### src/design/ica_defines.svh
// Register offsets, field positions, reset values and the clock rate limit for the address/status block.
`ifndef ICA_DEFINES_SVH
`define ICA_DEFINES_SVH
`define ICA_OFS_CLK_RATE 8'h08
`define ICA_OFS_OWN_LOW 8'h0C
`define ICA_OFS_OWN_HIGH 8'h10
`define ICA_OFS_BYTE_BUF 8'h18
`define ICA_OFS_STATUS_ONE 8'h1C
`define ICA_OFS_STATUS_THREE 8'h24
`define ICA_OFS_CTRL 8'h40
`define ICA_OFS_IRQ_EN 8'h44
`define ICA_OFS_IRQ_CLR 8'h48
`define ICA_BIT_START_SENT 0
`define ICA_BIT_STATION_MATCH 1
`define ICA_BIT_CFG_LATCH 6
`define ICA_BIT_ID_WIDTH 7
`define ICA_RST_CLK_RATE 6'h00
`define ICA_RST_OWN_HIGH 8'h00
`define ICA_RST_BYTE 8'h00
`define ICA_MHZ_MAX 6'h30
`endif

### src/design/ica_pkg.sv
// Types shared by the address/status block.
package ica_pkg;
   typedef struct packed {
      logic start_sent;
      logic addr_done;
      logic addr_match;
      logic [7:0] rx_byte;
      logic rx_valid;
   } ica_evt_t;
   typedef struct packed {
      logic [9:0] own_addr;
      logic ten_bit;
      logic [5:0] clk_mhz;
      logic clk_ok;
   } ica_cfg_t;
endpackage

### src/design/ica_regs.sv
// Clock rate, own-address, byte buffer and first status flags of a two-wire bus controller.
`timescale 1ns/1ns
`include "ica_defines.svh"
// Overview of operation
// - The 6-bit clock rate field gives the module clock in MHz, codes 1 to 48 are valid and others disable.
// - Own-address bit zero is taken from the low register bit zero only in 10-bit mode.
// - Low register bits seven to one hold own-address bits six to zero in 7-bit mode and bits seven to one in 10-bit mode.
// - High register bits two and one give own-address bits nine and eight only in 10-bit mode.
// - High register bit seven selects 7-bit (zero) or 10-bit (one) addressing.
// - The byte buffer takes the next byte to send and presents the received byte.
// - The start-sent flag sets on a sent start and clears on status read then buffer write or disable.
// - The station match flag sets on address match or sent, and clears on status one then status three read or disable.
module ica_regs
   import ica_pkg::*;
(
   input wire logic clk_sys_in,
   input wire logic sys_rst_in,
   input wire logic [7:0] addr_in,
   input wire logic [31:0] wdata_in,
   input wire logic wr_in,
   input wire logic rd_in,
   input wire logic link_clk_in,
   input wire ica_evt_t evt_in,
   output logic [31:0] rdata_out,
   output logic irq_out,
   output ica_cfg_t cfg_out,
   output logic [7:0] tx_byte_out,
   output logic tx_load_out,
   output logic module_on_out,
   output logic link_edge_out
);
   logic [5:0] clock_mhz_setting_r;
   logic [7:0] own_station_low_r;
   logic [7:0] own_station_high_r;
   logic [7:0] byte_buffer_r;
   logic module_on_r;
   logic start_sent_flag_r;
   logic station_match_flag_r;
   logic status_one_read_r;
   logic [1:0] irq_en_r;
   logic [31:0] rdata_r;
   logic irq_r;
   logic tx_load_r;
   logic [2:0] lclk_sync_r;
   logic lclk_state_r;
   logic link_edge_r;
   ica_cfg_t cfg_r;

   // Exact byte address match with no aliasing, so unmapped offsets read as zero.
   function automatic logic hit(input logic [7:0] a, input logic [7:0] ofs);
      hit = (a == ofs);
   endfunction

   wire wr_clk = wr_in && hit(addr_in, `ICA_OFS_CLK_RATE);
   wire wr_low = wr_in && hit(addr_in, `ICA_OFS_OWN_LOW);
   wire wr_high = wr_in && hit(addr_in, `ICA_OFS_OWN_HIGH);
   wire wr_buf = wr_in && hit(addr_in, `ICA_OFS_BYTE_BUF);
   wire wr_ctrl = wr_in && hit(addr_in, `ICA_OFS_CTRL);
   wire wr_ien = wr_in && hit(addr_in, `ICA_OFS_IRQ_EN);
   wire wr_iclr = wr_in && hit(addr_in, `ICA_OFS_IRQ_CLR);
   wire rd_status_one = rd_in && hit(addr_in, `ICA_OFS_STATUS_ONE);
   wire rd_status_three = rd_in && hit(addr_in, `ICA_OFS_STATUS_THREE);

   wire clk_ok = (clock_mhz_setting_r != 6'h00) && (clock_mhz_setting_r <= `ICA_MHZ_MAX);
   wire ten_bit = own_station_high_r[`ICA_BIT_ID_WIDTH];
   wire [9:0] own_addr = ten_bit ? {own_station_high_r[2:1], own_station_low_r}
                                 : {3'h0, own_station_low_r[7:1]};

   // Unrelated accesses between the status read and the clearing access keep the sequence open.
   // start flag clear
   wire clr_start = status_one_read_r && wr_buf;
   wire clr_match = status_one_read_r && rd_status_three;
   wire start_nxt = evt_in.start_sent || (module_on_r && start_sent_flag_r && !clr_start);
   wire match_nxt = evt_in.addr_done || evt_in.addr_match ||
                    (module_on_r && station_match_flag_r && !clr_match);
   wire set_start = module_on_r && start_nxt;
   wire set_match = module_on_r && match_nxt;

   wire [1:0] sts_bits = {station_match_flag_r, start_sent_flag_r};
   wire [31:0] rd_mux =
      hit(addr_in, `ICA_OFS_CLK_RATE) ? {26'h0, clock_mhz_setting_r} :
      hit(addr_in, `ICA_OFS_OWN_LOW) ? {24'h0, own_station_low_r} :
      hit(addr_in, `ICA_OFS_OWN_HIGH) ? {24'h0, own_station_high_r} :
      hit(addr_in, `ICA_OFS_BYTE_BUF) ? {24'h0, byte_buffer_r} :
      hit(addr_in, `ICA_OFS_STATUS_ONE) ? {30'h0, sts_bits} :
      hit(addr_in, `ICA_OFS_CTRL) ? {31'h0, module_on_r} :
      hit(addr_in, `ICA_OFS_IRQ_EN) ? {30'h0, irq_en_r} : 32'h0;

   always_ff @(posedge clk_sys_in) begin
      if (sys_rst_in) begin
         clock_mhz_setting_r <= `ICA_RST_CLK_RATE;
      end else if (wr_clk) begin
         clock_mhz_setting_r <= wdata_in[5:0];
      end
   end

   always_ff @(posedge clk_sys_in) begin
      if (sys_rst_in) begin
         own_station_low_r <= 8'h00;
         own_station_high_r <= `ICA_RST_OWN_HIGH;
      end else begin
         if (wr_low) begin
            own_station_low_r <= wdata_in[7:0];
         end
         if (wr_high) begin
            own_station_high_r <= wdata_in[7:0] & 8'hC6;
         end
      end
   end

   // A software write wins over a received byte in the same cycle; that received byte is lost.
   // byte buffer
   always_ff @(posedge clk_sys_in) begin
      if (sys_rst_in) begin
         byte_buffer_r <= `ICA_RST_BYTE;
      end else if (wr_buf) begin
         byte_buffer_r <= wdata_in[7:0];
      end else if (evt_in.rx_valid) begin
         byte_buffer_r <= evt_in.rx_byte;
      end
   end

   always_ff @(posedge clk_sys_in) begin
      if (sys_rst_in) begin
         module_on_r <= 1'b0;
         irq_en_r <= 2'h0;
      end else begin
         if (wr_ctrl) begin
            module_on_r <= wdata_in[0];
         end
         if (wr_ien) begin
            irq_en_r <= wdata_in[1:0];
         end
      end
   end

   always_ff @(posedge clk_sys_in) begin
      if (sys_rst_in) begin
         start_sent_flag_r <= 1'b0;
         station_match_flag_r <= 1'b0;
      end else begin
         start_sent_flag_r <= set_start && !(wr_iclr && wdata_in[0] && !evt_in.start_sent);
         station_match_flag_r <= set_match &&
            !(wr_iclr && wdata_in[1] && !(evt_in.addr_done || evt_in.addr_match));
      end
   end

   // A status one read opens both clear sequences until the access that completes one ends it.
   always_ff @(posedge clk_sys_in) begin
      if (sys_rst_in) begin
         status_one_read_r <= 1'b0;
      end else if (rd_status_one) begin
         status_one_read_r <= 1'b1;
      end else if (wr_buf || rd_status_three || !module_on_r) begin
         status_one_read_r <= 1'b0;
      end
   end

   always_ff @(posedge clk_sys_in) begin
      if (sys_rst_in) begin
         rdata_r <= 32'h0;
         irq_r <= 1'b0;
         tx_load_r <= 1'b0;
         cfg_r <= '0;
      end else begin
         // Read data is zero outside its answer cycle, so a stale word never looks valid.
         rdata_r <= rd_in ? rd_mux : 32'h0;
         // Registering the level costs a cycle of lag but keeps the pin free of glitches.
         irq_r <= |(sts_bits & irq_en_r);
         tx_load_r <= wr_buf;
         // The configuration lags a register write by one cycle.
         cfg_r <= '{own_addr: own_addr, ten_bit: ten_bit,
                    clk_mhz: clock_mhz_setting_r, clk_ok: clk_ok};
      end
   end

   // Three stages on the link clock; the first stage feeds only the second.
   // The bus clock idles high, so the filter starts high and reset gives no false edge.
   always_ff @(posedge clk_sys_in) begin
      if (sys_rst_in) begin
         lclk_sync_r <= 3'h7;
         lclk_state_r <= 1'b1;
         link_edge_r <= 1'b0;
      end else begin
         lclk_sync_r <= {lclk_sync_r[1:0], link_clk_in};
         link_edge_r <= 1'b0;
         if ((lclk_sync_r[1] == lclk_sync_r[2]) && (lclk_sync_r[2] != lclk_state_r)) begin
            lclk_state_r <= lclk_sync_r[2];
            link_edge_r <= lclk_sync_r[2];
         end
      end
   end

   assign rdata_out = rdata_r;
   assign irq_out = irq_r;
   assign cfg_out = cfg_r;
   assign tx_byte_out = byte_buffer_r;
   assign tx_load_out = tx_load_r;
   assign module_on_out = module_on_r;
   assign link_edge_out = link_edge_r;

   // Assertion checks.
   start_clear_seq_a: assert property (@(posedge clk_sys_in) disable iff (sys_rst_in)
      (status_one_read_r && wr_buf && !evt_in.start_sent && !wr_iclr) |=> !start_sent_flag_r)
      else $error("start flag not cleared by status read then buffer write");
   start_set_a: assert property (@(posedge clk_sys_in) disable iff (sys_rst_in)
      (module_on_r && evt_in.start_sent) |=> start_sent_flag_r)
      else $error("start flag not set");
   match_clear_seq_a: assert property (@(posedge clk_sys_in) disable iff (sys_rst_in)
      (status_one_read_r && rd_status_three && !evt_in.addr_done && !evt_in.addr_match && !wr_iclr)
      |=> !station_match_flag_r)
      else $error("match flag not cleared by status reads");
   match_set_a: assert property (@(posedge clk_sys_in) disable iff (sys_rst_in)
      (module_on_r && (evt_in.addr_done || evt_in.addr_match)) |=> station_match_flag_r)
      else $error("match flag not set");
   disable_clear_a: assert property (@(posedge clk_sys_in) disable iff (sys_rst_in)
      !module_on_r |=> !start_sent_flag_r && !station_match_flag_r)
      else $error("flags survive disable");
   rate_decode_a: assert property (@(posedge clk_sys_in) disable iff (sys_rst_in)
      ##1 cfg_out.clk_ok == ($past(clock_mhz_setting_r) inside {[6'h01:6'h30]}))
      else $error("rate decode wrong");
   addr_seven_a: assert property (@(posedge clk_sys_in) disable iff (sys_rst_in)
      (!ten_bit ##1 1'b1) |-> cfg_out.own_addr == {3'h0, $past(own_station_low_r[7:1])})
      else $error("7-bit own address wrong");
   addr_ten_a: assert property (@(posedge clk_sys_in) disable iff (sys_rst_in)
      (ten_bit ##1 1'b1) |-> cfg_out.own_addr[9:8] == $past(own_station_high_r[2:1]))
      else $error("10-bit own address wrong");
   reserved_zero_a: assert property (@(posedge clk_sys_in) disable iff (sys_rst_in)
      rd_in |=> rdata_out[31:8] == 24'h0)
      else $error("reserved bits not zero");
   rx_byte_a: assert property (@(posedge clk_sys_in) disable iff (sys_rst_in)
      (evt_in.rx_valid && !wr_buf) |=> byte_buffer_r == $past(evt_in.rx_byte))
      else $error("received byte not presented");

   // Register writes, read timing, reserved bits and the 10-bit own address low byte.
   rdata_idle_a: assert property (@(posedge clk_sys_in) disable iff (sys_rst_in)
      !rd_in |=> rdata_out == 32'h0)
      else $error("read data not idle outside its answer cycle");
   buf_write_a: assert property (@(posedge clk_sys_in) disable iff (sys_rst_in)
      wr_buf |=> byte_buffer_r == $past(wdata_in[7:0]) && tx_load_out)
      else $error("byte buffer write not taken");
   rate_write_a: assert property (@(posedge clk_sys_in) disable iff (sys_rst_in)
      wr_clk |=> clock_mhz_setting_r == $past(wdata_in[5:0]))
      else $error("rate field write not taken");
   low_keep_a: assert property (@(posedge clk_sys_in) disable iff (sys_rst_in)
      wr_low |=> own_station_low_r == $past(wdata_in[7:0]))
      else $error("low own address write not taken");
   high_mask_a: assert property (@(posedge clk_sys_in) disable iff (sys_rst_in)
      wr_high |=> own_station_high_r[7:6] == $past(wdata_in[7:6]) &&
                  own_station_high_r[2:1] == $past(wdata_in[2:1]) &&
                  own_station_high_r[5:3] == 3'h0 && !own_station_high_r[0])
      else $error("high own address reserved bits not masked");
   addr_low_a: assert property (@(posedge clk_sys_in) disable iff (sys_rst_in)
      (ten_bit ##1 1'b1) |-> cfg_out.own_addr[7:0] == $past(own_station_low_r))
      else $error("10-bit own address low byte wrong");

   // Flag holding, status reads, the end of the clear sequence, the module enable write and the interrupt level.
   start_keep_a: assert property (@(posedge clk_sys_in) disable iff (sys_rst_in)
      (module_on_r && start_sent_flag_r && !clr_start && !(wr_iclr && wdata_in[0]))
      |=> start_sent_flag_r)
      else $error("start flag lost without a clear");
   match_keep_a: assert property (@(posedge clk_sys_in) disable iff (sys_rst_in)
      (module_on_r && station_match_flag_r && !clr_match && !(wr_iclr && wdata_in[1]))
      |=> station_match_flag_r)
      else $error("match flag lost without a clear");
   status_read_a: assert property (@(posedge clk_sys_in) disable iff (sys_rst_in)
      rd_status_one |=> rdata_out == {30'h0, $past(station_match_flag_r), $past(start_sent_flag_r)})
      else $error("status one read wrong");
   arm_drop_a: assert property (@(posedge clk_sys_in) disable iff (sys_rst_in)
      (status_one_read_r && !rd_status_one && (wr_buf || rd_status_three)) |=> !status_one_read_r)
      else $error("clear sequence left open after completion");
   enable_write_a: assert property (@(posedge clk_sys_in) disable iff (sys_rst_in)
      wr_ctrl |=> module_on_out == $past(wdata_in[0]))
      else $error("module enable write not taken");
   start_irq_a: assert property (@(posedge clk_sys_in) disable iff (sys_rst_in)
      (start_sent_flag_r && irq_en_r[0]) |=> irq_out)
      else $error("start flag interrupt missing");
   match_irq_a: assert property (@(posedge clk_sys_in) disable iff (sys_rst_in)
      (station_match_flag_r && irq_en_r[1]) |=> irq_out)
      else $error("match flag interrupt missing");
   irq_quiet_a: assert property (@(posedge clk_sys_in) disable iff (sys_rst_in)
      ((sts_bits & irq_en_r) == 2'h0) |=> !irq_out)
      else $error("interrupt without an enabled flag");
   cov_start_c: cover property (@(posedge clk_sys_in) start_sent_flag_r ##1 !start_sent_flag_r);
   cov_match_c: cover property (@(posedge clk_sys_in) clr_match && station_match_flag_r);
   cov_irq_c: cover property (@(posedge clk_sys_in) irq_out);
   cov_edge_c: cover property (@(posedge clk_sys_in) link_edge_out);
   cov_ten_c: cover property (@(posedge clk_sys_in) cfg_out.ten_bit);
endmodule // ica_regs

### config.mk
export PLATFORM = sky130hd
export DESIGN_NAME = ica_regs
export DESIGN_NICKNAME = d
export VERILOG_FILES = /design/src/design/ica_pkg.sv /design/src/design/ica_regs.sv
export VERILOG_INCLUDE_DIRS = /design/src /design/src/design
export SDC_FILE = /design/constraint.sdc
export NUM_CORES = 1
export LEC_CHECK = 0
export BUFFER_PORTS_ARGS = -buffer_cell sky130_fd_sc_hd__buf_2
export CAP_MARGIN = 10
export CORE_ASPECT_RATIO = 1.25
export CORE_MARGIN = 3
export CORE_UTILIZATION = 40
export DETAILED_ROUTE_END_ITERATION = 10
export PLACE_DENSITY_LB_ADDON = 0.25
export SLEW_MARGIN = 10
export SYNTH_ARGS = -nofsm -noshare
export SYNTH_HDL_FRONTEND = slang
export SYNTH_SLANG_ARGS = --single-unit
### constraint.sdc
create_clock -name clk_sys_in -period 3.7 [get_ports clk_sys_in]
set_input_delay 0.37 -clock clk_sys_in [delete_from_list [all_inputs] [get_ports clk_sys_in]]
set_output_delay 0.37 -clock clk_sys_in [all_outputs]
set_load 0.02 [all_outputs]
Word level (Yosys, flattened, before mapping)
Cells that the tools add are included.
- register bits: 89
- latch bits: 0
- bits in writable memories: 0
- ROM bits: 0
- bits of input ports: 57
- output and inout bits: 62
- logic and storage cells: 96
- memories: 0
- add/subtract/negate cells: 0
- multiply operators: 0
- div/mod/pow operators: 0
- magnitude comparators: 1
- equality and inequality tests: 11
- shift-type cells: 0
- mux-type cells: 12
- bitwise operators: 4
- reduce and logical (&&, ||, !) cells: 46
- operators by type and width (operator ; count):
    8-bit 2-to-1 mux ; 5
    1-bit logical AND ; 25
    8-bit by 5-bit == test with 1-bit output, second input constant ; 3
    8-bit by 7-bit == test with 1-bit output, second input constant ; 3
    8-bit by 4-bit == test with 1-bit output, second input constant ; 2
    8-bit by 6-bit == test with 1-bit output, second input constant ; 1
    2-bit OR reduction ; 4
    8-bit OR reduction ; 1
    1-bit logical NOT ; 7
    7-bit 2-to-1 mux ; 1
    6-bit <= comparator, second input constant ; 1
    2-bit 2-to-1 mux ; 3
    6-bit 2-to-1 mux ; 1
    6-bit nonzero test ; 1
    1-bit logical OR ; 5
    2-bit nonzero test ; 2
    1-bit NOT ; 3
    3-bit OR reduction ; 1
    2-bit bitwise AND ; 1
    1-bit 2-to-1 mux ; 2
    1-bit == test ; 1
    1-bit inequality test ; 1

Logic depth before layout (Yosys ltp)
- word-level depth: 8
- depth in mapped cells: 6
- depth with buffers taken out: 4

Worst setup path before layout
Ideal clock, no wire load.
- kind: input -> register
- start point: in addr_in[2]
- end point: reg byte_buffer_r[6] (netlist: tx_byte_out[6])
- library setup time: 0.134 ns
- data arrival time: 1.435 ns
- data required time: 3.566 ns
- slack: 2.132 ns
- stages on the path: 6
- buffers on the path: 2
- cells stage by stage: buf_2 > nor4b_4 > nand3_2 > buf_6 > nor2_1 > a211oi_1
- word-level cells in the longest chain between the ends: 3
- elaborated cells on any way between the ends: 4
- classes of those cells: 1 x eq/ne; 1 x mux; 2 x reduce/logical
- RTL lines (element ; RTL line ; RTL):
    start, declared ; ica_regs.sv:18 ; input wire logic [7:0] addr_in,
    8-bit by 5-bit == test with 1-bit output (*) ; ica_regs.sv:51 ; hit = (a == ofs);
    1-bit logical AND (*) ; ica_regs.sv:57 ; wire wr_buf = wr_in && hit(addr_in, `ICA_OFS_BYTE_BUF);
    8-bit 2-to-1 mux / 2-bit nonzero test (equally long branches) ; n/a ;
    end signal, assigned ; ica_regs.sv:115 ; byte_buffer_r <= `ICA_RST_BYTE;
    end signal, assigned ; ica_regs.sv:117 ; byte_buffer_r <= wdata_in[7:0];
    end signal, assigned ; ica_regs.sv:119 ; byte_buffer_r <= evt_in.rx_byte;
    end, declared ; ica_regs.sv:35 ; logic [7:0] byte_buffer_r;
Mark *: on every way between the ends. The rest lies on a longest branch, timed or not.
A chain may end at the register's enable or synchronous reset.

Worst setup path in the final report
- start point: in addr_in[7]
- end point: reg start_sent_flag_r
- word-level cells in the longest chain between the ends: 8
- elaborated cells on any way between the ends: 13
- classes of those cells: 2 x eq/ne; 11 x reduce/logical
- RTL lines (element ; RTL line ; RTL):
    8-bit by 5-bit == test with 1-bit output ; ica_regs.sv:51 ;
    1-bit logical AND ; ica_regs.sv:57 ;
    1-bit logical AND ; ica_regs.sv:71 ; wire clr_start = status_one_read_r && wr_buf;
    1-bit logical NOT ; ica_regs.sv:73 ; wire start_nxt = evt_in.start_sent || (module_on_r && start_sent_flag_r && !clr_start);
    1-bit logical AND ; ica_regs.sv:73 ;
    1-bit logical OR ; ica_regs.sv:73 ;
    1-bit logical AND ; ica_regs.sv:76 ; wire set_start = module_on_r && start_nxt;
    1-bit logical AND (*) ; ica_regs.sv:142 ; start_sent_flag_r <= set_start && !(wr_iclr && wdata_in[0] && !evt_in.start_sent);
    end signal, assigned ; ica_regs.sv:142 ;
    end, declared ; ica_regs.sv:37 ; logic start_sent_flag_r;
Marks and branches as above.

==> key figures <==
Yosys
  • Top cell type by total area after synthesis: dfxtp_1
  • Asr flop ratio synth: 0
  • Dominant synthesized flop cell: dfxtp_1
  • Complex-gate fraction of the synthesized area: 0.104
  • Register area share after synthesis: 0.451
  • Synth Instances: 305
  • Syn_area_per_cell: 9.46 µm²
  • Post-synthesis simple-gate area fraction: 0.235
  • Area share of fa/ha/maj cells after synthesis: 0
  • Main combinational cell family by area after synthesis: simple AND/OR/NAND/NOR gates
  • #FFs+latches synth: 65
  • Synth unique cells: 46
  • Total number of yosys warnings: 0
  • Top cells by area, synth: dfxtp_1, mux2i_1, buf_4, nor2_1, a21oi_1
  • EDFF count, synth: 0
  • Post-Synth XOR/XNOR Area: 0
  • Netlist Area Pre-Place: 0.00289 mm²
  • Top cell type's share of synthesized area: 0.451
  • Mux share of post-synthesis cell area: 0.111

STA
  • Fin. max-slew vios: 0
  • Final setup vio count: 0
  • Fin crit share: 0.519
  • Pin slew with the least headroom to its limit: 0.887 ns
  • F_max: 521 MHz
  • Unrepaired setup endpoints after global routing: false
  • Fin crit period: 1.92 ns
  • Max_slew headroom: 0.404
  • Hold Vio Cnt, Final: 0
  • Setup TNS: 0 ns
  • Hold_ws: 0.209 ns
  • Worst Skew: 0.0131 ns

Drt
  • DR pass1 iterations: 4
  • WL final: 6730 µm
  • Iter 0 DRT Violations: 117
  • Vias/cell: 5.00
  • DR WL/cell: 14.5 µm
  • Remaining DRCs: 0
  • DR vias: 2327
  • Detail Route Antenna Nets: 0

CTS
  • Clock Latency Late Sink: 0.35 ns
  • Resize count post-CTS: 0
  • CTS tree: yes
  • Hold_buf cts: 0
  • H-Tree Depth: 3
  • CTS Buf Count: 9
  • Setup bufs post-CTS: 0
  • Clock transition at path regs: 0.08 ns
  • Clk sinks: 65
  • Clk root buf: clkbuf_8
  • CTS Buffer Depth: 2

Setup path
  • Buffers & Inverters on Critical Path: 1
  • Worst path slowest cell: nor4b_4
  • Worst path required time: 3.94 ns
  • R2R setup slack: 2.39 ns
  • Register-to-Register Path Depth: 3
  • Setup CP Type: primary input to register
  • Worst R2R Start: clock_mhz_setting_r[0]
  • CP delay by family, top: simple AND/OR/NAND/NOR gates
  • Reg2reg end: cfg_out[0]
  • Crit start category: primary input
  • Slowest stage delay, CP: 0.68 ns
  • Critical path data arrival time: 2.16 ns
  • Crit-path cells: buf_2, nor4b_4, nand3_2, o211ai_1, a21oi_1
  • Crit end category: register
  • Worst-path maximum fanout: 19

Power and ir drop
  • Sw Ratio: 0.240
  • Internal: 1.19 mW
  • Power share of the combinational group: 0.075
  • Clock power share: 0.469
  • Cell area power density: 458 mW/mm²
  • Leak pwr: 1.58 nW
  • P_sw: 0.374 mW
  • Sequential power share: 0.456
  • Worst IR Drop VDD: 267 µV

Floorplanning
  • Die width: 82.0 µm
  • Row count: 34
  • Core area: 0.00698 mm²
  • Die ar.: 0.00827 mm²
  • I/O pin count: 119
  • DIE HEIGHT: 101 µm
  • Initial Util: 0.414

Layout
  • Layout cells sized above 1: 0.259
  • Area growth from synthesis to layout: 18.3%
  • Nets: 427
  • Reg area: 0.00130 mm²
  • Antenna diodes: 0
  • Fill count: 671
  • Multi-input logic area: 0.00139 mm²

Min path
  • Worst hold path startpoint: link_clk_in
  • Hold Path Class: primary input to register
  • WHS Path Cells: 2
  • WHS Endpoint: lclk_sync_r[0]

Place
  • Global placer's final weighted congestion: 0.858
  • Final HPWL DP: 4900 µm
  • Port buffer count: 70

Job
  • Number of max-cap violations: 0

Global route
  • Total gr overflow: 0
  • Pin count of the biggest net entering global routing: 33
  • Vias in the first global route: 2251
  • Initial antenna violation count: 0
  • All-Layer GR Usage: 0.177
  • First-pass GRT wire length: 11000 µm

Run status
  • Status: finished clean
-- metal layers --
layer | GRT usage | wire [µm]
met1 | 0.214 | 2720
met2 | 0.275 | 3320
met3 | 0.0555 | 515
met4 | 0.0997 | 170
met5 | 0 | 0
-- worst max-delay path by stage --
stage                    start                 to  slack [ns]  depth (start not counted)
floorplan           addr_in[2]     tx_byte_out[6]        2.13                          6
global placement    addr_in[7]  start_sent_flag_r        1.40                          5
detailed placement  addr_in[7]  start_sent_flag_r        1.38                          5
CTS                 addr_in[7]  start_sent_flag_r        1.76                          5
global route        addr_in[7]  start_sent_flag_r        1.56                          5
finish              addr_in[7]  start_sent_flag_r        1.78                          5
-- registers in the layout, summed over array words and instances, names as in the netlist --
register,cells
cfg_out,18
own_station_low_r,8
rdata_out,8
tx_byte_out,8
clock_mhz_setting_r,6
own_station_high_r,4
lclk_sync_r,3
irq_en_r,2
irq_out,1
lclk_state_r,1
link_edge_out,1
module_on_out,1
start_sent_flag_r,1
station_match_flag_r,1
status_one_read_r,1
tx_load_out,1
-- layout by cell type (no fill, tap or decap), types with 4 or more instances in the layout --
| cell | count |
|---|---|
| dfxtp_1 | 65 |
| buf_2 | 70 |
| nand2b_1 | 4 |
| a21oi_1 | 19 |
| nand2_1 | 17 |
| nand3_1 | 12 |
| conb_1 | 24 |
| and3_1 | 4 |
| nor2_1 | 39 |
| a211oi_1 | 11 |
| nand4_1 | 4 |
| mux2i_1 | 32 |
| clkbuf_8 | 9 |
| nor2b_1 | 10 |
| nor3_1 | 4 |
-- area by class of cell --
class,instances,share of cell area
Timing Repair Buffer,71,0.105
Tap cell,90,0.0330
Inverter,3,0.00330
Multi-Input combinational cell,220,0.406
Sequential cell,65,0.381
Clock buffer,9,0.0363
Clock inverter,7,0.0348
-- cell families after synthesis --
logic type             count (synthesis)
AOI/OAI and AO/OA                     46
buffers and inverters                 43
DFF                                   65
muxes                                 32
other                                  1
and+or+nand+nor                      118
-- power by group through the flow --
stage	Sequential (mW)	Clock [mW]	Combinational, mW
final	0.712	0.733	0.117
after global routing	0.713	0.782	0.128
after CTS	0.712	0.746	0.117
after detailed placement	0.728	0	0.116
after global placement	0.728	0	0.115
after floorplan	0.734	0	0.0863
-- stage by stage --
step / utilization / instance area [µm²] / cells / setup slack, ns / power [mW]
after floorplan: - / 2970 / 328 / 2.13 / 0.820
after global placement: 0.454 / 3170 / 449 / 1.40 / 0.844
after detailed placement: 0.454 / 3170 / 449 / 1.38 / 0.844
after CTS: 0.489 / 3410 / 465 / 1.76 / 1.57
after global routing: 0.489 / 3410 / 465 / 1.56 / 1.62
final: 0.489 / 3410 / 465 / 1.78 / 1.56
-- Yosys cell counts, types with 2 or more instances --
master    count
dfxtp_1      65
buf_1         2
nor4b_4       2
nor3_1        4
and3_1        4
nand4_1       4
nor2b_1      10
buf_6         4
buf_4        24
a22oi_1       2
nand2_1      17
nand3_1      12
o21bai_1      2
nor4_1        3
o21ai_0       3
a21oi_1      19
nor2_1       39
nand2b_1      4
o211ai_1      2
or2_2         3
a211oi_1     11
nor3b_1       2
and2_1        3
inv_1         3
clkbuf_1      8
mux2i_1      32
buf_2         2
-- worst register-to-register path, delay by kind of cell, from the launching register on --
kind | cells | cell delay [ns]
DFF | 1 | 0.34
and+or+nand+nor | 3 | 0.90
(Power assumes the default switching activity.)
